`src/core/fmc_cfg.svh`:
```
// Address map, field positions, reset values and timing for the flash mode control block
`ifndef FMC_CFG_SVH
`define FMC_CFG_SVH

// ----------------------------------------------------------------
// Register byte addresses
// ----------------------------------------------------------------
`define FMC_ADDR_MODE_CTRL    16'hff80
`define FMC_ADDR_LARGE_SEL    16'hff82
`define FMC_ADDR_SMALL_SEL    16'hff83
`define FMC_ADDR_WAIT_OVL     16'hffc2
`define FMC_CTRL_WIN_LO       16'hff80
`define FMC_CTRL_WIN_HI       16'hff83

// ----------------------------------------------------------------
// Flash array window and RAM overlay ranges
// ----------------------------------------------------------------
`define FMC_FLASH_LO          16'h0000
`define FMC_FLASH_HI          16'h7fff
`define FMC_OVL_B_LO          16'h0080
`define FMC_OVL_B_HI          16'h00ff
`define FMC_OVL_A_LO          16'h0080
`define FMC_OVL_A_HI          16'h017f
`define FMC_OVL_AB_LO         16'h0000
`define FMC_OVL_AB_HI         16'h007f
`define FMC_RAM_OVL_OFS       16'hfc00

// ----------------------------------------------------------------
// Reset and fixed read values
// ----------------------------------------------------------------
`define FMC_MODE_CTRL_RST     8'h00
`define FMC_MODE_CTRL_VPP_RST 8'h80
`define FMC_LARGE_SEL_RST     8'hf0
`define FMC_SMALL_SEL_RST     8'h00
`define FMC_WAIT_OVL_RST      8'h08
`define FMC_LOCKED_READ       8'hff

// ----------------------------------------------------------------
// Field positions
// ----------------------------------------------------------------
`define FMC_VPP_BIT           7
`define FMC_EV_BIT            3
`define FMC_PV_BIT            2
`define FMC_E_BIT             1
`define FMC_P_BIT             0
`define FMC_OVL_A_BIT         7
`define FMC_OVL_B_BIT         6

// ----------------------------------------------------------------
// Timing
// ----------------------------------------------------------------
`define FMC_CLK_HZ            40000000
`define FMC_BOOT_MAX_BPS      9600
`define FMC_BOOT_MIN_BIT_CYC  ((`FMC_CLK_HZ + `FMC_BOOT_MAX_BPS - 1) / `FMC_BOOT_MAX_BPS)
`define FMC_BOOT_SYNC_BITS    9

`endif

```
`src/core/fmc_pkg.sv`:
```
// Types shared by the flash mode control block
package fmc_pkg;

	// ----------------------------------------------------------------
	// Bus cycle states, Gray along idle -> T1 -> T2
	// ----------------------------------------------------------------
	typedef enum logic [1:0] {
		FMC_BUS_IDLE = 2'b00,
		FMC_BUS_T1   = 2'b01,
		FMC_BUS_T2   = 2'b11
	} fmc_bus_state_e;

	// ----------------------------------------------------------------
	// Where a CPU access is routed
	// ----------------------------------------------------------------
	typedef enum logic [2:0] {
		FMC_RT_NONE  = 3'b000,
		FMC_RT_FLASH = 3'b001,
		FMC_RT_RAM   = 3'b011,
		FMC_RT_REG   = 3'b010,
		FMC_RT_EXT   = 3'b110
	} fmc_route_e;

	// ----------------------------------------------------------------
	// Flash operating mode presented to the array
	// ----------------------------------------------------------------
	typedef enum logic [2:0] {
		FMC_OP_READ   = 3'b000,
		FMC_OP_PROG   = 3'b001,
		FMC_OP_PVER   = 3'b011,
		FMC_OP_PWVER  = 3'b010,
		FMC_OP_ERASE  = 3'b110,
		FMC_OP_EVER   = 3'b111
	} fmc_op_e;

	// ----------------------------------------------------------------
	// Bit-rate measurement states, Gray along the path
	// ----------------------------------------------------------------
	typedef enum logic [1:0] {
		FMC_BR_IDLE = 2'b00,
		FMC_BR_WAIT = 2'b01,
		FMC_BR_MEAS = 2'b11,
		FMC_BR_DONE = 2'b10
	} fmc_baud_state_e;

endpackage

```
`src/core/fmc_baud_if.sv`:
```
// Carrier between the control top and the boot bit-rate measurement unit
`timescale 1ns/1ps
`default_nettype none
interface fmc_baud_if #(parameter int CNT_W = 20);
	logic             enable;   // Boot mode active
	logic             rx;       // Host serial line
	logic             locked;   // Bit rate measured
	logic [CNT_W-1:0] bit_cyc;  // Clocks per bit

	modport meas (input enable, input rx, output locked, output bit_cyc);
	modport ctrl (output enable, output rx, input locked, input bit_cyc);
endinterface
`default_nettype wire

```
`src/core/fmc_baud_meas.sv`:
```
// Boot-mode bit-rate measurement from the host's all-zero sync byte
`timescale 1ns/1ps
`default_nettype none
`include "fmc_cfg.svh"
module fmc_baud_meas
	import fmc_pkg::*;
#(
	parameter int CNT_W       = 20,
	parameter int MIN_BIT_CYC = `FMC_BOOT_MIN_BIT_CYC
) (
	input  wire logic  clk_in,
	input  wire logic  arst_n_in,
	fmc_baud_if.meas   br
);
	// ----------------------------------------------------------------
	// State
	// ----------------------------------------------------------------
	fmc_baud_state_e  state_q;   // Measurement phase
	logic [CNT_W-1:0] cnt_q;     // Low-time counter
	logic             rx_q;      // Previous line level
	logic [CNT_W-1:0] bit_cyc_q; // Result in clocks per bit

	// Shortest legal sync low time: nine bits at the fastest host rate
	localparam logic [CNT_W-1:0] MIN_LOW =
		CNT_W'(MIN_BIT_CYC * `FMC_BOOT_SYNC_BITS);

	// ----------------------------------------------------------------
	// Line history for edge detection
	// ----------------------------------------------------------------
	always_ff @(posedge clk_in or negedge arst_n_in) begin
		if (!arst_n_in) begin
			rx_q <= 1'b1;
		end else begin
			rx_q <= br.rx;
		end
	end

	// ----------------------------------------------------------------
	// Sync byte measurement: start plus eight zero bits stay low
	// ----------------------------------------------------------------
	always_ff @(posedge clk_in or negedge arst_n_in) begin
		if (!arst_n_in) begin
			state_q   <= FMC_BR_IDLE;
			cnt_q     <= '0;
			bit_cyc_q <= '0;
		end else if (!br.enable) begin
			// Leaving boot mode forgets the rate
			state_q   <= FMC_BR_IDLE;
			cnt_q     <= '0;
			bit_cyc_q <= '0;
		end else begin
			case (state_q)
				FMC_BR_IDLE: begin
					// Wait for an idle-high line so a stuck low is not timed
					if (br.rx) begin
						state_q <= FMC_BR_WAIT;
					end
				end
				FMC_BR_WAIT: begin
					if (rx_q && !br.rx) begin
						state_q <= FMC_BR_MEAS;
						cnt_q   <= CNT_W'(1);
					end
				end
				FMC_BR_MEAS: begin
					if (br.rx) begin
						// Too short means faster than the top rate: retry
						if (cnt_q >= MIN_LOW) begin
							bit_cyc_q <= CNT_W'(cnt_q / CNT_W'(`FMC_BOOT_SYNC_BITS));
							state_q   <= FMC_BR_DONE;
						end else begin
							state_q <= FMC_BR_WAIT;
						end
					end else if (cnt_q != '1) begin
						// Saturate rather than wrap on a very slow host
						cnt_q <= cnt_q + CNT_W'(1);
					end
				end
				FMC_BR_DONE: begin
					state_q <= FMC_BR_DONE;
				end
				default: begin
					state_q <= FMC_BR_IDLE;
				end
			endcase
		end
	end

	assign br.locked  = (state_q == FMC_BR_DONE);
	assign br.bit_cyc = bit_cyc_q;
endmodule
`default_nettype wire

```
`src/core/fmc_ctrl.sv`:
```
// Flash mode control: address decode, mode-pin routing and gated control registers
`timescale 1ns/1ps
`default_nettype none
`include "fmc_cfg.svh"
// Summary of operation
// Flash occupies addresses 0000 through 7FFF
// Sixteen-bit path, byte and word in two states
// Mode pins pick external or on-chip region
// Five modes: program, verifies, erase, prewrite-verify
// Select bits choose large and small blocks
// Boot mode measures and matches host bit rate
// Serial pins carry boot data only in boot
// RAM can overlay part of flash range
// Control registers accessible only with 12 V
// No 12 V: mode 2 external, mode 3 ones
// Mode 1 registers unwritable, read all ones
// Modes 2/3 reset values 00, F0, 00
// Mode control clears on reset, standby, no supply
// Supply present at reset reads 80
// Top bit reports programming supply present
// Bits six to four read zero
// Bit 3 selects erase-verify mode
// Bit 2 selects program-verify mode
// Bit 1 selects erase mode
// Bit 0 selects program mode
// Software sets at most one mode bit
// Software arms watchdog before program or erase
// Only selected blocks program or erase
// Single overlay bit protects; verify still allowed
// Mode bits ignore writes without 12 V
module fmc_ctrl
	import fmc_pkg::*;
#(
	parameter int BOOT_MIN_BIT_CYC = `FMC_BOOT_MIN_BIT_CYC,
	parameter int BAUD_CNT_W       = 20
) (
	input  wire logic        clk_in,
	input  wire logic        arst_n_in,
	// CPU internal bus
	input  wire logic        bus_req_in,
	input  wire logic        bus_wr_in,
	input  wire logic        bus_word_in,
	input  wire logic [15:0] bus_addr_in,
	input  wire logic [15:0] bus_wdata_in,
	output logic      [15:0] bus_rdata_out,
	output logic             bus_ack_out,
	output logic             bus_ext_out,
	// Pins and system state
	input  wire logic        mode_pin_high_in,
	input  wire logic        mode_pin_low_in,
	input  wire logic        high_voltage_pin_in,
	input  wire logic        standby_in,
	input  wire logic        hw_standby_in,
	input  wire logic        irq_in,
	input  wire logic        boot_mode_in,
	// Flash array and overlay RAM
	output logic      [15:0] mem_addr_out,
	output logic      [15:0] mem_wdata_out,
	output logic             flash_sel_out,
	output logic             ram_sel_out,
	output logic             mem_wr_out,
	input  wire logic [15:0] flash_rdata_in,
	input  wire logic [15:0] ram_rdata_in,
	output fmc_op_e          flash_op_out,
	output logic      [3:0]  large_blk_en_out,
	output logic      [7:0]  small_blk_en_out,
	output logic      [7:0]  wait_and_overlay_out,
	// Boot serial pins and the serial channel behind them
	input  wire logic        boot_serial_in_in,
	output logic             boot_serial_out_out,
	input  wire logic        sci_txd_in,
	output logic             sci_rxd_out,
	output logic             baud_locked_out,
	output logic [BAUD_CNT_W-1:0] baud_bit_cyc_out
);
	// ----------------------------------------------------------------
	// Declarations
	// ----------------------------------------------------------------
	fmc_bus_state_e state_q;       // Bus cycle phase
	fmc_route_e     route_q;       // Target of the access in flight
	logic [15:0]    addr_q;        // CPU byte address held
	logic [15:0]    wdata_q;       // Write data held
	logic           wr_q;          // Access is a write
	logic           word_q;        // Access is a word
	logic [15:0]    rdata_q;       // Read data to CPU
	logic [3:0]     mode_bits_q;   // Erase-verify, program-verify, erase, program
	logic [3:0]     large_sel_q;   // Large block selects
	logic [7:0]     small_sel_q;   // Small block selects
	logic [7:0]     wait_ovl_q;    // Wait and overlay control
	logic           ovl_live_q;    // Double-bit overlay armed by interrupt
	logic           prog_seen_q;   // Program done since last erase
	fmc_op_e        op_q;          // Registered array mode
	fmc_route_e     route_d;       // Route of a new request
	logic           on_chip;       // Modes 2 and 3
	logic           vpp;           // Programming supply present
	logic           ctrl_open;     // Control registers reachable
	logic           emu_protect;   // Exactly one overlay bit set
	logic           wr_cycle;      // Register write lands this cycle
	logic [8:0]     wr_mc, wr_ls, wr_ss, wr_wo; // {hit, data} for each register

	fmc_baud_if #(.CNT_W(BAUD_CNT_W)) br_if ();

	assign on_chip     = mode_pin_high_in;
	assign vpp         = high_voltage_pin_in;
	assign ctrl_open   = on_chip && vpp;
	assign emu_protect = wait_ovl_q[`FMC_OVL_A_BIT] ^ wait_ovl_q[`FMC_OVL_B_BIT];

	// ----------------------------------------------------------------
	// Helper functions
	// ----------------------------------------------------------------
	// Overlay window hit for an address under the current overlay bits
	function automatic logic ovl_hit(input logic [15:0] a);
		logic [1:0] sel;
		sel = {wait_ovl_q[`FMC_OVL_A_BIT], wait_ovl_q[`FMC_OVL_B_BIT]};
		case (sel)
			2'b01:   ovl_hit = (a >= `FMC_OVL_B_LO) && (a <= `FMC_OVL_B_HI);
			2'b10:   ovl_hit = (a >= `FMC_OVL_A_LO) && (a <= `FMC_OVL_A_HI);
			2'b11:   ovl_hit = ovl_live_q && (a <= `FMC_OVL_AB_HI);
			default: ovl_hit = 1'b0;
		endcase
	endfunction

	// Read value of one register byte; control bytes depend on the gate
	function automatic logic [7:0] reg_rd(input logic [15:0] a);
		reg_rd = 8'h00;
		if (a == `FMC_ADDR_WAIT_OVL) begin
			reg_rd = wait_ovl_q;
		end else if (!ctrl_open) begin
			reg_rd = `FMC_LOCKED_READ;
		end else if (a == `FMC_ADDR_MODE_CTRL) begin
			// Supply flag live on top, reserved bits zero
			reg_rd = {vpp, 3'b000, mode_bits_q};
		end else if (a == `FMC_ADDR_LARGE_SEL) begin
			reg_rd = {4'hf, large_sel_q};
		end else if (a == `FMC_ADDR_SMALL_SEL) begin
			reg_rd = small_sel_q;
		end
	endfunction

	// Byte lane aimed at register address t by the held access
	function automatic logic [8:0] lane(input logic [15:0] t);
		lane = 9'h000;
		if (word_q && ({addr_q[15:1], 1'b0} == t)) begin
			lane = {1'b1, wdata_q[15:8]};
		end else if (word_q && ({addr_q[15:1], 1'b1} == t)) begin
			lane = {1'b1, wdata_q[7:0]};
		end else if (!word_q && (addr_q == t)) begin
			lane = {1'b1, wdata_q[7:0]};
		end
	endfunction

	// ----------------------------------------------------------------
	// Route decode for a new request
	// ----------------------------------------------------------------
	always_comb begin
		route_d = FMC_RT_NONE;
		if (bus_addr_in <= `FMC_FLASH_HI) begin
			if (!on_chip) begin
				route_d = FMC_RT_EXT;
			end else if (ovl_hit(bus_addr_in)) begin
				route_d = FMC_RT_RAM;
			end else begin
				route_d = FMC_RT_FLASH;
			end
		end else if (bus_addr_in == `FMC_ADDR_WAIT_OVL) begin
			route_d = FMC_RT_REG;
		end else if ((bus_addr_in >= `FMC_CTRL_WIN_LO) && (bus_addr_in <= `FMC_CTRL_WIN_HI)) begin
			// Mode 2 without supply hands the window to the outside
			if (on_chip && !mode_pin_low_in && !vpp) begin
				route_d = FMC_RT_EXT;
			end else begin
				route_d = FMC_RT_REG;
			end
		end
	end

	// ----------------------------------------------------------------
	// Bus cycle: accept, T1 with memory selected, T2 with answer
	// ----------------------------------------------------------------
	always_ff @(posedge clk_in or negedge arst_n_in) begin
		if (!arst_n_in) begin
			state_q <= FMC_BUS_IDLE;
			route_q <= FMC_RT_NONE;
			addr_q  <= 16'h0000;
			wdata_q <= 16'h0000;
			wr_q    <= 1'b0;
			word_q  <= 1'b0;
		end else begin
			case (state_q)
				FMC_BUS_IDLE: begin
					if (bus_req_in) begin
						state_q <= FMC_BUS_T1;
						route_q <= route_d;
						// Word accesses always sit on an even address
						addr_q  <= bus_word_in ? {bus_addr_in[15:1], 1'b0} : bus_addr_in;
						wdata_q <= bus_wdata_in;
						wr_q    <= bus_wr_in;
						word_q  <= bus_word_in;
					end
				end
				FMC_BUS_T1: begin
					state_q <= FMC_BUS_T2;
				end
				FMC_BUS_T2: begin
					state_q <= FMC_BUS_IDLE;
				end
				default: begin
					state_q <= FMC_BUS_IDLE;
				end
			endcase
		end
	end

	// ----------------------------------------------------------------
	// Read data capture at the end of T1
	// ----------------------------------------------------------------
	always_ff @(posedge clk_in or negedge arst_n_in) begin
		if (!arst_n_in) begin
			rdata_q <= 16'h0000;
		end else if (state_q == FMC_BUS_T1) begin
			case (route_q)
				FMC_RT_FLASH: rdata_q <= flash_rdata_in;
				FMC_RT_RAM:   rdata_q <= ram_rdata_in;
				FMC_RT_REG: begin
					if (word_q) begin
						rdata_q <= {reg_rd(addr_q), reg_rd({addr_q[15:1], 1'b1})};
					end else begin
						rdata_q <= {8'h00, reg_rd(addr_q)};
					end
				end
				default:      rdata_q <= 16'h0000;
			endcase
		end
	end

	// ----------------------------------------------------------------
	// Register write strobes, landing at the end of T1
	// ----------------------------------------------------------------
	assign wr_cycle = (state_q == FMC_BUS_T1) && wr_q && (route_q == FMC_RT_REG);
	assign wr_mc    = lane(`FMC_ADDR_MODE_CTRL);
	assign wr_ls    = lane(`FMC_ADDR_LARGE_SEL);
	assign wr_ss    = lane(`FMC_ADDR_SMALL_SEL);
	assign wr_wo    = lane(`FMC_ADDR_WAIT_OVL);

	// ----------------------------------------------------------------
	// Mode control bits; supply loss and standby win over a write
	// ----------------------------------------------------------------
	always_ff @(posedge clk_in or negedge arst_n_in) begin
		if (!arst_n_in) begin
			mode_bits_q <= 4'(`FMC_MODE_CTRL_RST);
		end else if (standby_in || hw_standby_in || !vpp) begin
			mode_bits_q <= 4'h0;
		end else if (wr_cycle && wr_mc[8] && ctrl_open) begin
			// Two bits at once is a software fault; hardware stores as written
			mode_bits_q <= wr_mc[3:0];
		end
	end

	// ----------------------------------------------------------------
	// Block selects, cleared like the mode bits
	// ----------------------------------------------------------------
	always_ff @(posedge clk_in or negedge arst_n_in) begin
		if (!arst_n_in) begin
			large_sel_q <= 4'(`FMC_LARGE_SEL_RST);
			small_sel_q <= `FMC_SMALL_SEL_RST;
		end else if (standby_in || hw_standby_in || !vpp) begin
			large_sel_q <= 4'h0;
			small_sel_q <= `FMC_SMALL_SEL_RST;
		end else if (wr_cycle && ctrl_open) begin
			if (wr_ls[8]) begin
				large_sel_q <= wr_ls[3:0];
			end
			if (wr_ss[8]) begin
				small_sel_q <= wr_ss[7:0];
			end
		end
	end

	// ----------------------------------------------------------------
	// Wait and overlay control; software standby keeps it
	// ----------------------------------------------------------------
	always_ff @(posedge clk_in or negedge arst_n_in) begin
		if (!arst_n_in) begin
			wait_ovl_q <= `FMC_WAIT_OVL_RST;
		end else if (hw_standby_in) begin
			wait_ovl_q <= `FMC_WAIT_OVL_RST;
		end else if (wr_cycle && wr_wo[8]) begin
			wait_ovl_q <= wr_wo[7:0];
		end
	end

	// ----------------------------------------------------------------
	// Double-bit overlay waits for an interrupt under supply
	// ----------------------------------------------------------------
	always_ff @(posedge clk_in or negedge arst_n_in) begin
		if (!arst_n_in) begin
			ovl_live_q <= 1'b0;
		end else if (!(wait_ovl_q[`FMC_OVL_A_BIT] && wait_ovl_q[`FMC_OVL_B_BIT])) begin
			ovl_live_q <= 1'b0;
		end else if (irq_in && vpp) begin
			ovl_live_q <= 1'b1;
		end
	end

	// ----------------------------------------------------------------
	// Array mode; protect refuses program and erase, not verifies
	// ----------------------------------------------------------------
	always_ff @(posedge clk_in or negedge arst_n_in) begin
		if (!arst_n_in) begin
			op_q        <= FMC_OP_READ;
			prog_seen_q <= 1'b0;
		end else begin
			op_q <= FMC_OP_READ;
			if (mode_bits_q[`FMC_P_BIT] && !emu_protect) begin
				op_q        <= FMC_OP_PROG;
				prog_seen_q <= 1'b1;
			end else if (mode_bits_q[`FMC_E_BIT] && !emu_protect) begin
				op_q        <= FMC_OP_ERASE;
				prog_seen_q <= 1'b0;
			end else if (mode_bits_q[`FMC_PV_BIT]) begin
				// Verify before any program since erase is prewrite-verify
				op_q <= prog_seen_q ? FMC_OP_PVER : FMC_OP_PWVER;
			end else if (mode_bits_q[`FMC_EV_BIT]) begin
				op_q <= FMC_OP_EVER;
			end
		end
	end

	// ----------------------------------------------------------------
	// Outputs
	// ----------------------------------------------------------------
	assign bus_ack_out   = (state_q == FMC_BUS_T2);
	assign bus_rdata_out = rdata_q;
	assign bus_ext_out   = (state_q != FMC_BUS_IDLE) && (route_q == FMC_RT_EXT);
	// RAM overlay is reached at the same offset above the fixed base
	assign mem_addr_out  = (route_q == FMC_RT_RAM) ? (addr_q + `FMC_RAM_OVL_OFS) : addr_q;
	assign mem_wdata_out = wdata_q;
	assign flash_sel_out = (state_q == FMC_BUS_T1) && (route_q == FMC_RT_FLASH);
	assign ram_sel_out   = (state_q == FMC_BUS_T1) && (route_q == FMC_RT_RAM);
	assign mem_wr_out    = (state_q == FMC_BUS_T1) && wr_q
		&& ((route_q == FMC_RT_FLASH) || (route_q == FMC_RT_RAM));
	assign flash_op_out  = op_q;
	// Only a block both selected and under program or erase is enabled
	assign large_blk_en_out = ((op_q == FMC_OP_PROG) || (op_q == FMC_OP_ERASE))
		? large_sel_q : 4'h0;
	assign small_blk_en_out = ((op_q == FMC_OP_PROG) || (op_q == FMC_OP_ERASE))
		? small_sel_q : 8'h00;
	assign wait_and_overlay_out = wait_ovl_q;

	// ----------------------------------------------------------------
	// Boot serial pins and bit-rate measurement
	// ----------------------------------------------------------------
	assign boot_serial_out_out = boot_mode_in ? sci_txd_in : 1'b1;
	assign sci_rxd_out         = boot_mode_in ? boot_serial_in_in : 1'b1;
	assign br_if.enable        = boot_mode_in;
	assign br_if.rx            = boot_serial_in_in;
	assign baud_locked_out     = br_if.locked;
	assign baud_bit_cyc_out    = br_if.bit_cyc;

	fmc_baud_meas #(
		.CNT_W       (BAUD_CNT_W),
		.MIN_BIT_CYC (BOOT_MIN_BIT_CYC)
	) u_baud (
		.clk_in    (clk_in),
		.arst_n_in (arst_n_in),
		.br        (br_if.meas)
	);
endmodule
`default_nettype wire

```
`config.mk`:
```
export PLATFORM = sky130hd
export DESIGN_NAME = fmc_ctrl
export DESIGN_NICKNAME = d
export VERILOG_FILES = /design/src/core/fmc_pkg.sv /design/src/core/fmc_baud_if.sv /design/src/core/fmc_baud_meas.sv /design/src/core/fmc_ctrl.sv
export VERILOG_INCLUDE_DIRS = /design/src /design/src/core
export SDC_FILE = /design/constraint.sdc
export NUM_CORES = 1
export LEC_CHECK = 0
export ABC_AREA = 1
export BUFFER_PORTS_ARGS = -buffer_cell sky130_fd_sc_hd__buf_2
export CORE_ASPECT_RATIO = 0.7
export CORE_MARGIN = 5
export CORE_UTILIZATION = 40
export DETAILED_ROUTE_END_ITERATION = 10
export GPL_ROUTABILITY_DRIVEN = 0
export PLACE_DENSITY_LB_ADDON = 0.08
export SYNTH_ARGS = -nofsm -noshare
export SYNTH_HDL_FRONTEND = slang
export SYNTH_SLANG_ARGS = --single-unit
```
`constraint.sdc`:
```
create_clock -name clk_in -period 10.4 [get_ports clk_in]
set_clock_uncertainty 0.2 [all_clocks]
set_input_delay 1.56 -clock clk_in [delete_from_list [all_inputs] [get_ports clk_in]]
set_output_delay 1.56 -clock clk_in [all_outputs]
set_load 0.01 [all_outputs]
```
==> summary.md, run 1 <==
| Metric | Value |
|---|---|
| Run status | `complete, no violations` |
| Worst-Margin Slew | `between 1 and 1.5 ns` |
| Final Hold Vio Count | `0` |
| EDFF count, synth | `0` |
| Chip width | `183 um` |
| Row count | `44` |
| Critical path depth | `81` |
| Drt drc | `0` |
| CP max stage delay | `0.43 ns` |
| Synthesized area | `approximately 8400 sq um` |
| Max_slew headroom | `a little under a quarter` |
| CP max FO | `6` |
| Critical path type | `register to register` |
| CP Capture Type | `register` |
| Core region area | `20,700 sq um` |
| Placed inst area | `9490 sq um` |
| Fmax | `between 100 and 150 MHz` |
| Hold Path Cell Cnt | `1` |
| Hpwl dp | `21.2 mm` |
| Ports | `177` |
| Synth top area share | `36.3%` |
| Post-Synthesis Mean Instance Area | `between 6 and 7 sq um` |
| R2r startpoint | `u_baud.cnt_q[16]` |
| Worst path required time | `between 10 and 15 ns` |
| Synth top area cells | `dfrtp_1, nand2_1, inv_1` |
| Initial DRC Count | `718` |
| IO buf count | `173` |
| Die Span Y | `about 130 um` |
| Seq cells post-synth | `124` |
| # setup viols final | `0` |
| Fin nets | `1,459` |
| Antenna Nets Post-Route | `0` |
| First drt pass iteration count | `7` |
| Warnings, synthesis | `0` |
| CTS max path bufs | `2` |
| CP arrival | `8.11 ns` |
| Finished layout cell area | `10,100 sq um` |
| Share of cells above drive strength 1 | `22.2%` |
| Max-slew violations | `0` |
| Max IR drop VDD | `0.000124 V` |
| Worst path bufs/invs | `10` |
| Global Route Usage Sum | `22.2%` |
| Part of the Yosys area used for sequential elements | `36.9%` |
| Syn-to-layout area delta | `19.8%` |
| Leading area contributor after synthesis | `dfrtp_1` |
| # resized after CTS | `0` |
| Layout Utilization | `48.7%` |
| CTS root buf | `clkbuf_16` |
| Average wire per standard cell | `16.3 um` |
| RSZ-0062 raised after global routing | `no` |
| CTS sink cnt | `124` |
| First-pass GRT wire length | `43.3 mm` |
| Unique cell type count in the Yosys netlist | `52` |
| FFs w/ async S/R, synth | `between 90% and 100%` |
| Post-CTS Hold Fix Bufs | `0` |
| Post-CTS setup buffer count | `0` |
| Clk pin slew, worst setup/hold paths | `approximately 0.06 ns` |
| Setup WS pre-CTS | `2.51 ns` |
| Tmin final | `8.00 ns` |
| Startpoint types | `register` |
| Diode count | `0` |
| GRT overflow | `0` |
| Total Wirelength | `roughly 27 mm` |
| Die area | `24,100 sq um` |
| Setup WS post-layout | `2.40 ns` |
| Min Hold Slack | `about 0.27 ns` |
| Initial Util | `40.6%` |
| Max-cap violations | `0` |
| Hold WC Path Type | `register to register` |
| CP max stage cell | `dfrtp_1` |
| H-tree levels | `4` |
| Delay-heaviest family, CP | `simple AND/OR/NAND/NOR gates` |
| Worst Setup SP | `u_baud.cnt_q[16]` |
| Initial antenna violation count | `0` |
| Vias | `roughly 8.6k` |
| Pwr Density | `186 nW/um^2` |
| Post-synth top flop | `dfrtp_1` |
| Mapped Cells | `1,203` |
| Most Frequent Cell on Critical Path | `nand2_2` |
| TNS Setup | `0 ns` |
| Vias in the first global route | `7,884` |
| Hold Startpoint | `bus_rdata_out[0]` |
| Largest net degree at the start of global routing | `~70` |
| DR vias/cell | `5.20` |
| CTS tree | `done` |
| Fin crit share | `approximately three quarters` |
| Leak pwr | `5.27 nW` |
| Cts bufs inserted | `17` |
| Worst-Skew Late Latency | `~0.43 ns` |
| Reg2Reg Depth | `81` |
## cell usage in the layout, fill, tap and decap left out, types with 17 or more instances in the layout
master | Yosys | final
nand2_1 | 305 | 305
buf_2 | 0 | 172
inv_1 | 159 | 159
dfrtp_1 | 122 | 122
o21ai_0 | 103 | 103
nor2_1 | 83 | 83
nand3_1 | 81 | 81
nand2_2 | 44 | 44
nand4_1 | 29 | 29
a21oi_1 | 27 | 27
nor3_1 | 27 | 27
inv_2 | 18 | 18
clkbuf_16 | 0 | 17
## logic make-up after synthesis
family          count (synthesis)  share of synthesized area, %
simple gates                  609                          33.5
compound gates                226                          16.1
buf+inv                       221                          10.7
flops                         124                          36.9
xor+xnor                       11                          1.15
fa+ha+maj                      10                          1.49
other cells                     1                        0.0446
mux                             1                         0.119
## registers in the layout, indices dropped and copies added, names as in the netlist, 2 cells and up
| name | cells |
|---|---|
| bus_rdata_out | 16 |
| u_baud.br.bit_cyc | 17 |
| flash_op_out | 3 |
| route_q | 3 |
| large_sel_q | 4 |
| addr_q | 16 |
| wait_and_overlay_out | 8 |
| mode_bits_q | 4 |
| mem_wdata_out | 16 |
| state_q | 2 |
| u_baud.cnt_q | 20 |
| small_sel_q | 8 |
| u_baud.state_q | 2 |
## synthesized netlist by cell type, types with 11 or more instances
library cell,count
dfrtp_1,122
nand2_2,44
clkbuf_1,15
inv_1,159
nand2_1,305
buf_4,15
a31oi_1,12
a21oi_1,27
nand3_1,81
nor3_1,27
a22o_1,14
nand4_1,29
inv_2,18
nor2_1,83
o21ai_0,103
a21o_1,11
nor4_1,13
## layout make-up
cell class              count  area [sq um]
inverters                 189           716
clock buffers              17           425
clock inverters            15           156
repair buffers            179           913
flip-flops and latches    124          3110
multi-input cells         860          4410
fillers                  2141         10600
well taps                 276           345
## power breakdown
part	internal (mW)	total [mW]	switching [mW]
clock network	0.337	0.595	0.258
registers	0.584	0.679	0.0952
logic	0.199	0.598	0.400
## through the flow
| step | total power, mW | instances |
|---|---|---|
| floorplan | 1.05 | 1205 |
| global placement | 1.28 | 1628 |
| detailed placement | 1.29 | 1628 |
| CTS | 1.88 | 1660 |
| global route | 1.99 | 1660 |
| finish | 1.87 | 1660 |
## worst paths after layout
path / endpoint / slack, ns
min in group asynchronous: mem_wdata_out[1] / 0.98
worst min register to register: bus_rdata_out[0] / 0.27
worst max register to register: u_baud.br.bit_cyc[0] / 2.40
worst min-delay path: bus_rdata_out[0] / 0.27
max in group asynchronous: bus_rdata_out[2] / 7.65
worst max-delay path: u_baud.br.bit_cyc[0] / 2.40
## routing by layer
metal	part of all wire (%)	global-route usage, %	up-vias
li1	-	-	4301
met1	52	36.4	3980
met2	39	29.1	328
met3	8.2	4.86	30
met4	1.3	5.17	0
met5	0	0	-
## worst register-to-register path, delay by kind of cell, from the launching register on
kind / cells / cell delay [ns]
buf+inv: 10 / 0.87
flops: 1 / 0.43
fa+ha+maj: 1 / 0.17
compound gates: 1 / 0.08
simple gates: 69 / 6.15
No activity file was read; power rests on OpenSTA's default activity.
==> inputs of run 2 (changes only) <==
--- a/config.mk
+++ b/config.mk
@@ -6,7 +6,7 @@
 export SDC_FILE = /design/constraint.sdc
 export NUM_CORES = 1
 export LEC_CHECK = 0
-export ABC_AREA = 1
+export ABC_AREA = 0
 export BUFFER_PORTS_ARGS = -buffer_cell sky130_fd_sc_hd__buf_2
 export CORE_ASPECT_RATIO = 0.7
 export CORE_MARGIN = 5
==> constraint.sdc (replaced) <==
create_clock -name clk_in -period 7.65 [get_ports clk_in]
set_clock_uncertainty 0.2 [all_clocks]
set_input_delay 1.1475 -clock clk_in [delete_from_list [all_inputs] [get_ports clk_in]]
set_output_delay 1.1475 -clock clk_in [all_outputs]
set_load 0.01 [all_outputs]
==> summary.md, run 2 <==
| Metric | Value |
|---|---|
| Global Route Usage Sum | `23.5% (was 22.2%)` |
| FFs w/ async S/R, synth | `100% (unchanged)` |
| Critical path type | `register to register (unchanged)` |
| Clk pin slew, worst setup/hold paths | `0.07 ns (was 0.06 ns)` |
| Max-cap violations | `0 (unchanged)` |
| Max reg flops | `20 (unchanged)` |
| RSZ-0062 raised after global routing | `yes (was no)` |
| Die area | `27,200 sq um (was 24,100 sq um)` |
| GRT overflow | `0 (unchanged)` |
| Hold WC Path Type | `register to register (unchanged)` |
| Drt drc | `0 (unchanged)` |
| CTS max path bufs | `2 (unchanged)` |
| Vias | `10.1k (was 8,639)` |
| Chip width | `195 um (was 183 um)` |
| Core region area | `23,600 sq um (was 20,700 sq um)` |
| Pwr Density | `186 nW/um^2 (about the same)` |
| Largest Register | `u_baud.cnt_q (unchanged)` |
| Post-synth top flop | `dfrtp_1 (unchanged)` |
| CP max stage delay | `0.52 ns (was 0.43 ns)` |
| Startpoint types | `register (unchanged)` |
| Synth top area cells | `dfrtp_1, nand2_1, nor2_1 (was dfrtp_1, nand2_1, inv_1)` |
| Initial DRC Count | `985 (was 718)` |
| Finished layout cell area | `13,200 sq um (was 10,100 sq um)` |
| Max-slew violations | `0 (unchanged)` |
| Initial Util | `40.6% (about the same)` |
| Area of the multi-input gates | `6470 sq um (was 4410 sq um)` |
| Share of cells above drive strength 1 | `40.0% (was 22.2%)` |
| Final Hold Vio Count | `0 (unchanged)` |
| Leading area contributor after synthesis | `dfrtp_1 (unchanged)` |
| Finished Layout Cells | `1,784 (was 1,660)` |
| Most common cell in the synthesized netlist | `dfrtp_1 (was nand2_1)` |
| Average wire per standard cell | `18.9 um (was 16.3 um)` |
| Worst-Skew Late Latency | `0.43 ns (about the same)` |
| First drt pass iteration count | `7 (unchanged)` |
| Hpwl dp | `24.9 mm (was 21.2 mm)` |
| Tmin final | `7.61 ns (was 8.00 ns)` |
| Mapped Cells | `1,136 (was 1,203)` |
| # setup viols final | `0 (unchanged)` |
| Worst-Margin Slew | `1.18 ns (was 1.15 ns)` |
| CP max stage cell | `or4_1 (was dfrtp_1)` |
| Cts bufs inserted | `17 (unchanged)` |
| Diode count | `0 (unchanged)` |
| Setup WS pre-CTS | `-0.160 ns (was 2.51 ns)` |
| Synthesized area | `9570 sq um (was 8410 sq um)` |
| H-tree levels | `4 (unchanged)` |
| CP max FO | `8 (was 6)` |
| Synth top area share | `31.9% (was 36.3%)` |
| CP arrival | `7.72 ns (was 8.11 ns)` |
| CP Capture Type | `register (unchanged)` |
| Largest net degree at the start of global routing | `76 (was 69)` |
| Unique cell type count in the Yosys netlist | `113 (was 52)` |
| Part of the Yosys area used for sequential elements | `32.5% (was 36.9%)` |
| Run status | `complete, no violations (unchanged)` |
| Fmax | `131 MHz (was 125 MHz)` |
| FF+latch area | `3110 sq um (about the same)` |
| Setup WS post-layout | `0.0386 ns (was 2.40 ns)` |
| Seq cells post-synth | `124 (unchanged)` |
| Commonest cells after routing, fill and taps aside | `buf_4, buf_2, dfrtp_1, nand2_1, nor2_1 (was nand2_1, buf_2, inv_1, dfrtp_1, o21ai_0)` |
| EDFF count, synth | `0 (unchanged)` |
| CTS tree | `done (unchanged)` |
| IO buf count | `173 (unchanged)` |
| Total Wirelength | `33.7 mm (was 27.0 mm)` |
| First-pass GRT wire length | `52.0 mm (was 43.3 mm)` |
| Fin nets | `1,541 (was 1,459)` |
| Antenna Nets Post-Route | `0 (unchanged)` |
| Worst path required time | `7.76 ns (was 10.51 ns)` |
| Commonest non-fill, non-tap cell in the layout | `buf_4 (was nand2_1)` |
| Initial antenna violation count | `0 (unchanged)` |
| Die Span Y | `139 um (was 131 um)` |
| DR vias/cell | `5.68 (was 5.20)` |
| Vias in the first global route | `9,162 (was 7,884)` |
| Placed cells | `1,715 (was 1,628)` |
| Syn-to-layout area delta | `37.8% (was 19.8%)` |
| Leak pwr | `5.85 nW (was 5.27 nW)` |
| Placed inst area | `11,700 sq um (was 9490 sq um)` |
| Fin crit share | `99.5% (was 76.9%)` |
| Max_slew headroom | `21.1% (was 22.9%)` |
| Row count | `47 (was 44)` |
| Synth cell count leaders | `dfrtp_1, nand2_1, nor2_1 (was nand2_1, inv_1, dfrtp_1)` |
| Warnings, synthesis | `0 (unchanged)` |
| Max IR drop VDD | `0.000264 V (was 0.000124 V)` |
| CTS root buf | `clkbuf_16 (unchanged)` |
| Internal reg-to-reg setup slack | `0.04 ns (was 2.40 ns)` |
| Post-Synthesis Mean Instance Area | `8.42 sq um (was 6.99 sq um)` |
| CTS sink cnt | `124 (unchanged)` |
| Ports | `177 (unchanged)` |
| Most Frequent Cell on Critical Path | `buf_4 (was nand2_2)` |
| Fill cell count | `2,164 (was 2,141)` |
run 2: final cells by class:
| type | count | area share [%] |
|---|---|---|
| well taps | 318 | 3.02 |
| inverters | 30 | 0.882 |
| repair buffers | 380 | 18.8 |
| flip-flops and latches | 124 | 23.6 |
| clock inverters | 15 | 1.40 |
| multi-input cells | 900 | 49.1 |
| clock buffers | 17 | 3.23 |
run 2: repair_timing:
item                       CTS  global route
pin swaps                    6            61
resized for setup           18           117
hold buffers                 0             0
setup endpoints to repair    1             2
setup buffers                3            36
run 2: cells by family (layout without fill, tap and decap cells):
| kind of cell | Yosys count | after routing | share of synthesized area, % |
|---|---|---|---|
| other | 1 | 3 | 0.0392 |
| DFF | 124 | 124 | 32.5 |
| xor gates and xnor gates | 20 | 20 | 1.83 |
| AOI/OAI and AO/OA | 355 | 355 | 27.6 |
| and+or+nand+nor | 465 | 465 | 25.7 |
| buffers and inverters | 114 | 442 | 5.62 |
| adders and majority gates | 10 | 10 | 1.31 |
| muxes | 47 | 47 | 5.43 |
run 2: path summary, 6_finish.rpt:
path	depth (start not counted)	endpoint	start
max in group asynchronous	2	u_baud.cnt_q[14]	arst_n_in
min in group asynchronous	1	bus_rdata_out[5]	arst_n_in
setup / recovery	34	u_baud.br.bit_cyc[1]	u_baud.cnt_q[16]
hold / removal	1	state_q[0]	state_q[1]
hold reg to reg	1	state_q[0]	state_q[1]
setup reg to reg	34	u_baud.br.bit_cyc[1]	u_baud.cnt_q[16]
run 2: per-layer routing:
metal | vias up | wire length [um] | global-route usage, %
li1 | 4908 | - | -
met1 | 4818 | 17200 | 38.7
met2 | 376 | 13300 | 30.4
met3 | 35 | 2700 | 5.05
met4 | 0 | 467 | 5.44
met5 | - | 0 | 0
run 2: stage by stage:
| step | hold slack [ns] | setup TNS (ns) | total power, mW | util (%) |
|---|---|---|---|---|
| floorplan | 0.230 | 0 | 1.33 | - |
| global placement | 0.246 | -0.0442 | 1.59 | 49.7 |
| detailed placement | 0.256 | -0.160 | 1.60 | 49.7 |
| CTS | 0.258 | 0 | 2.46 | 52.6 |
| global route | 0.287 | -0.568 | 2.59 | 55.9 |
| finish | 0.259 | 0 | 2.46 | 55.9 |
run 2: worst max-delay path, delay by kind of cell, from the launching register on:
family / cells / cell delay, ns
flip-flops: 1 / 0.45
buffers and inverters: 7 / 1.09
multiplexers: 2 / 0.40
AO/OA/AOI/OAI: 15 / 3.06
AND/OR/NAND/NOR: 10 / 2.26
run 2: power breakdown:
| group | total (mW) | internal (mW) | switching [mW] |
|---|---|---|---|
| sequential | 0.978 | 0.793 | 0.185 |
| combinational | 0.619 | 0.275 | 0.344 |
| clock | 0.860 | 0.518 | 0.341 |
==> inputs of run 3 (changes only) <==
--- a/config.mk
+++ b/config.mk
@@ -7,7 +7,7 @@
 export NUM_CORES = 1
 export LEC_CHECK = 0
 export ABC_AREA = 0
-export BUFFER_PORTS_ARGS = -buffer_cell sky130_fd_sc_hd__buf_2
+export BUFFER_PORTS_ARGS = -buffer_cell sky130_fd_sc_hd__clkbuf_2
 export CORE_ASPECT_RATIO = 0.7
 export CORE_MARGIN = 5
 export CORE_UTILIZATION = 40
==> summary.md, run 3 (synthesized netlist as in run 2, its figures left out) <==
| Metric | Value |
|---|---|
| Run status | `complete, no violations (unchanged)` |
| Syn-to-layout area delta | `31.9% (was 37.8%)` |
| Row count | `47 (unchanged)` |
| Chip width | `195 um (unchanged)` |
| Tmin final | `7.63 ns (was 7.61 ns)` |
| Average wire per standard cell | `19.0 um (was 18.9 um)` |
| CP max stage cell | `dfrtp_2 (was or4_1)` |
| Hpwl dp | `24.7 mm (was 24.9 mm)` |
| Core region area | `23,600 sq um (unchanged)` |
| DR vias/cell | `5.69 (was 5.68)` |
| Die area | `27,200 sq um (unchanged)` |
| Largest net degree at the start of global routing | `75 (was 76)` |
| IO buf count | `173 (unchanged)` |
| Share of cells above drive strength 1 | `36.4% (was 40.0%)` |
| Max_slew headroom | `35.3% (was 21.1%)` |
| Ports | `177 (unchanged)` |
| Max IR drop VDD | `0.000212 V (was 0.000264 V)` |
| First-pass GRT wire length | `51.6 mm (was 52.0 mm)` |
| Cts bufs inserted | `17 (unchanged)` |
| Drt drc | `0 (unchanged)` |
| Largest Register | `u_baud.cnt_q (unchanged)` |
| Vias in the first global route | `9,110 (was 9,162)` |
| CTS root buf | `clkbuf_16 (unchanged)` |
| Antenna Nets Post-Route | `0 (unchanged)` |
| Fin nets | `1,500 (was 1,541)` |
| Initial antenna violation count | `0 (unchanged)` |
| Fin crit share | `99.8% (was 99.5%)` |
| Diode count | `0 (unchanged)` |
| CP max FO | `16 (was 8)` |
| Pwr Density | `191 nW/um^2 (was 186 nW/um^2)` |
| CTS tree | `done (unchanged)` |
| Startpoint types | `register (unchanged)` |
| Commonest cells after routing, fill and taps aside | `clkbuf_2, buf_4, dfrtp_1, nand2_1, nor2_1 (was buf_4, buf_2, dfrtp_1, nand2_1, nor2_1)` |
| Worst-Skew Late Latency | `0.43 ns (about the same)` |
| Worst path required time | `7.77 ns (was 7.76 ns)` |
| H-tree levels | `4 (unchanged)` |
| Layout Utilization | `53.5% (was 55.9%)` |
| CTS max path bufs | `2 (unchanged)` |
| CTS sink cnt | `124 (unchanged)` |
| Max-slew violations | `0 (unchanged)` |
| Global Route Usage Sum | `23.3% (was 23.5%)` |
| Die Span Y | `139 um (unchanged)` |
| Initial DRC Count | `1,010 (was 985)` |
| Min Hold Slack | `0.257 ns (was 0.259 ns)` |
| Worst-Margin Slew | `0.966 ns (was 1.18 ns)` |
| Clk pin slew, worst setup/hold paths | `0.06 ns (was 0.07 ns)` |
| Fmax | `131 MHz (about the same)` |
| Most Frequent Cell on Critical Path | `buf_4 (unchanged)` |
| Post-CTS Hold Fix Bufs | `0 (unchanged)` |
| # setup viols final | `0 (unchanged)` |
| Fill cell count | `2,240 (was 2,164)` |
| Vias | `9,923 (was 10.1k)` |
| RSZ-0062 raised after global routing | `yes (unchanged)` |
| Commonest non-fill, non-tap cell in the layout | `clkbuf_2 (was buf_4)` |
| TNS Setup | `0 ns (unchanged)` |
| Initial Util | `40.6% (unchanged)` |
| Final Hold Vio Count | `0 (unchanged)` |
| CP Capture Type | `register (unchanged)` |
| First drt pass iteration count | `6 (was 7)` |
| GRT overflow | `0 (unchanged)` |
| Leak pwr | `5.55 nW (was 5.85 nW)` |
| Max reg flops | `20 (unchanged)` |
| Critical path type | `register to register (unchanged)` |
| Total Wirelength | `33.1 mm (was 33.7 mm)` |
| Max-cap violations | `0 (unchanged)` |
| CP max stage delay | `0.52 ns (about the same)` |
| CP arrival | `7.75 ns (was 7.72 ns)` |
| Hold WC Path Type | `register to register (unchanged)` |
run 3: cell count changes in the layout (fill, tap and decap cells not counted), moves of 3 or more:
cell | before | now
o21ai_2 | 8 | 3
buf_2 | 173 | 0
bufinv_16 | 3 | 0
buf_4 | 195 | 159
o21ai_1 | 7 | 11
inv_8 | 1 | 4
buf_6 | 10 | 5
clkinv_2 | 3 | 0
clkbuf_2 | 0 | 172
a21oi_1 | 55 | 58
run 3: report_power, final:
group	internal, mW	switching (mW)
clock	0.433	0.379
combinational	0.273	0.343
sequential	0.793	0.185
total	1.50	0.907
run 3: metal layers:
| layer | share of wire (%) | global-route usage [%] | vias to the layer above | wire length, um |
|---|---|---|---|---|
| met5 | 0 | 0 | - | 0 |
| met4 | 0.94 | 4.22 | 0 | 310 |
| met3 | 7.2 | 5.34 | 21 | 2400 |
| met2 | 39 | 30.3 | 362 | 13000 |
| met1 | 53 | 38.6 | 4721 | 17500 |
| li1 | - | - | 4819 | - |
run 3: worst paths after layout:
kind | startpoint | to | slack [ns] | cells past startpoint
setup / recovery | u_baud.cnt_q[14] | u_baud.br.bit_cyc[0] | 0.02 | 32
hold / removal | state_q[1] | state_q[0] | 0.26 | 1
setup reg to reg | u_baud.cnt_q[14] | u_baud.br.bit_cyc[0] | 0.02 | 32
hold reg to reg | state_q[1] | state_q[0] | 0.26 | 1
max in group asynchronous | arst_n_in | u_baud.cnt_q[18] | 5.39 | 2
min in group asynchronous | arst_n_in | bus_rdata_out[1] | 0.46 | 1
run 3: timing repair:
item                                    in CTS  in global routing
pin swaps                                    3                 29
gates resized for setup                     12                 73
gates cloned                                 0                  1
endpoints found under the setup margin       1                  2
setup buffers                                0                 16
run 3: cell type report:
class	instances	area (sq um)	area share (%)
Multi-Input combinational cell	901	6270	49.7
Tap cell	318	398	3.15
Clock buffer	17	425	3.37
Sequential cell	124	3110	24.7
Timing Repair Buffer	338	2150	17.0
Clock inverter	15	153	1.21
Inverter	30	113	0.893
run 3: per-stage QoR:
step	std cells	total power, mW	setup WS (ns)	area (sq um)
floorplan	1138	1.33	0.239	9570
global placement	1694	1.59	-0.250	11600
detailed placement	1694	1.60	-0.126	11600
CTS	1726	2.42	0.00415	12200
global route	1743	2.54	-0.424	12600
finish	1743	2.41	0.0155	12600
run 3: critical path: cells and delay by family, from the launching register on:
| kind | cells | cell delay, ns |
|---|---|---|
| buffers and inverters | 5 | 0.89 |
| flip-flops | 1 | 0.52 |
| XOR/XNOR | 1 | 0.24 |
| multiplexers | 1 | 0.35 |
| AO/OA/AOI/OAI | 16 | 3.35 |
| AND/OR/NAND/NOR | 9 | 1.93 |
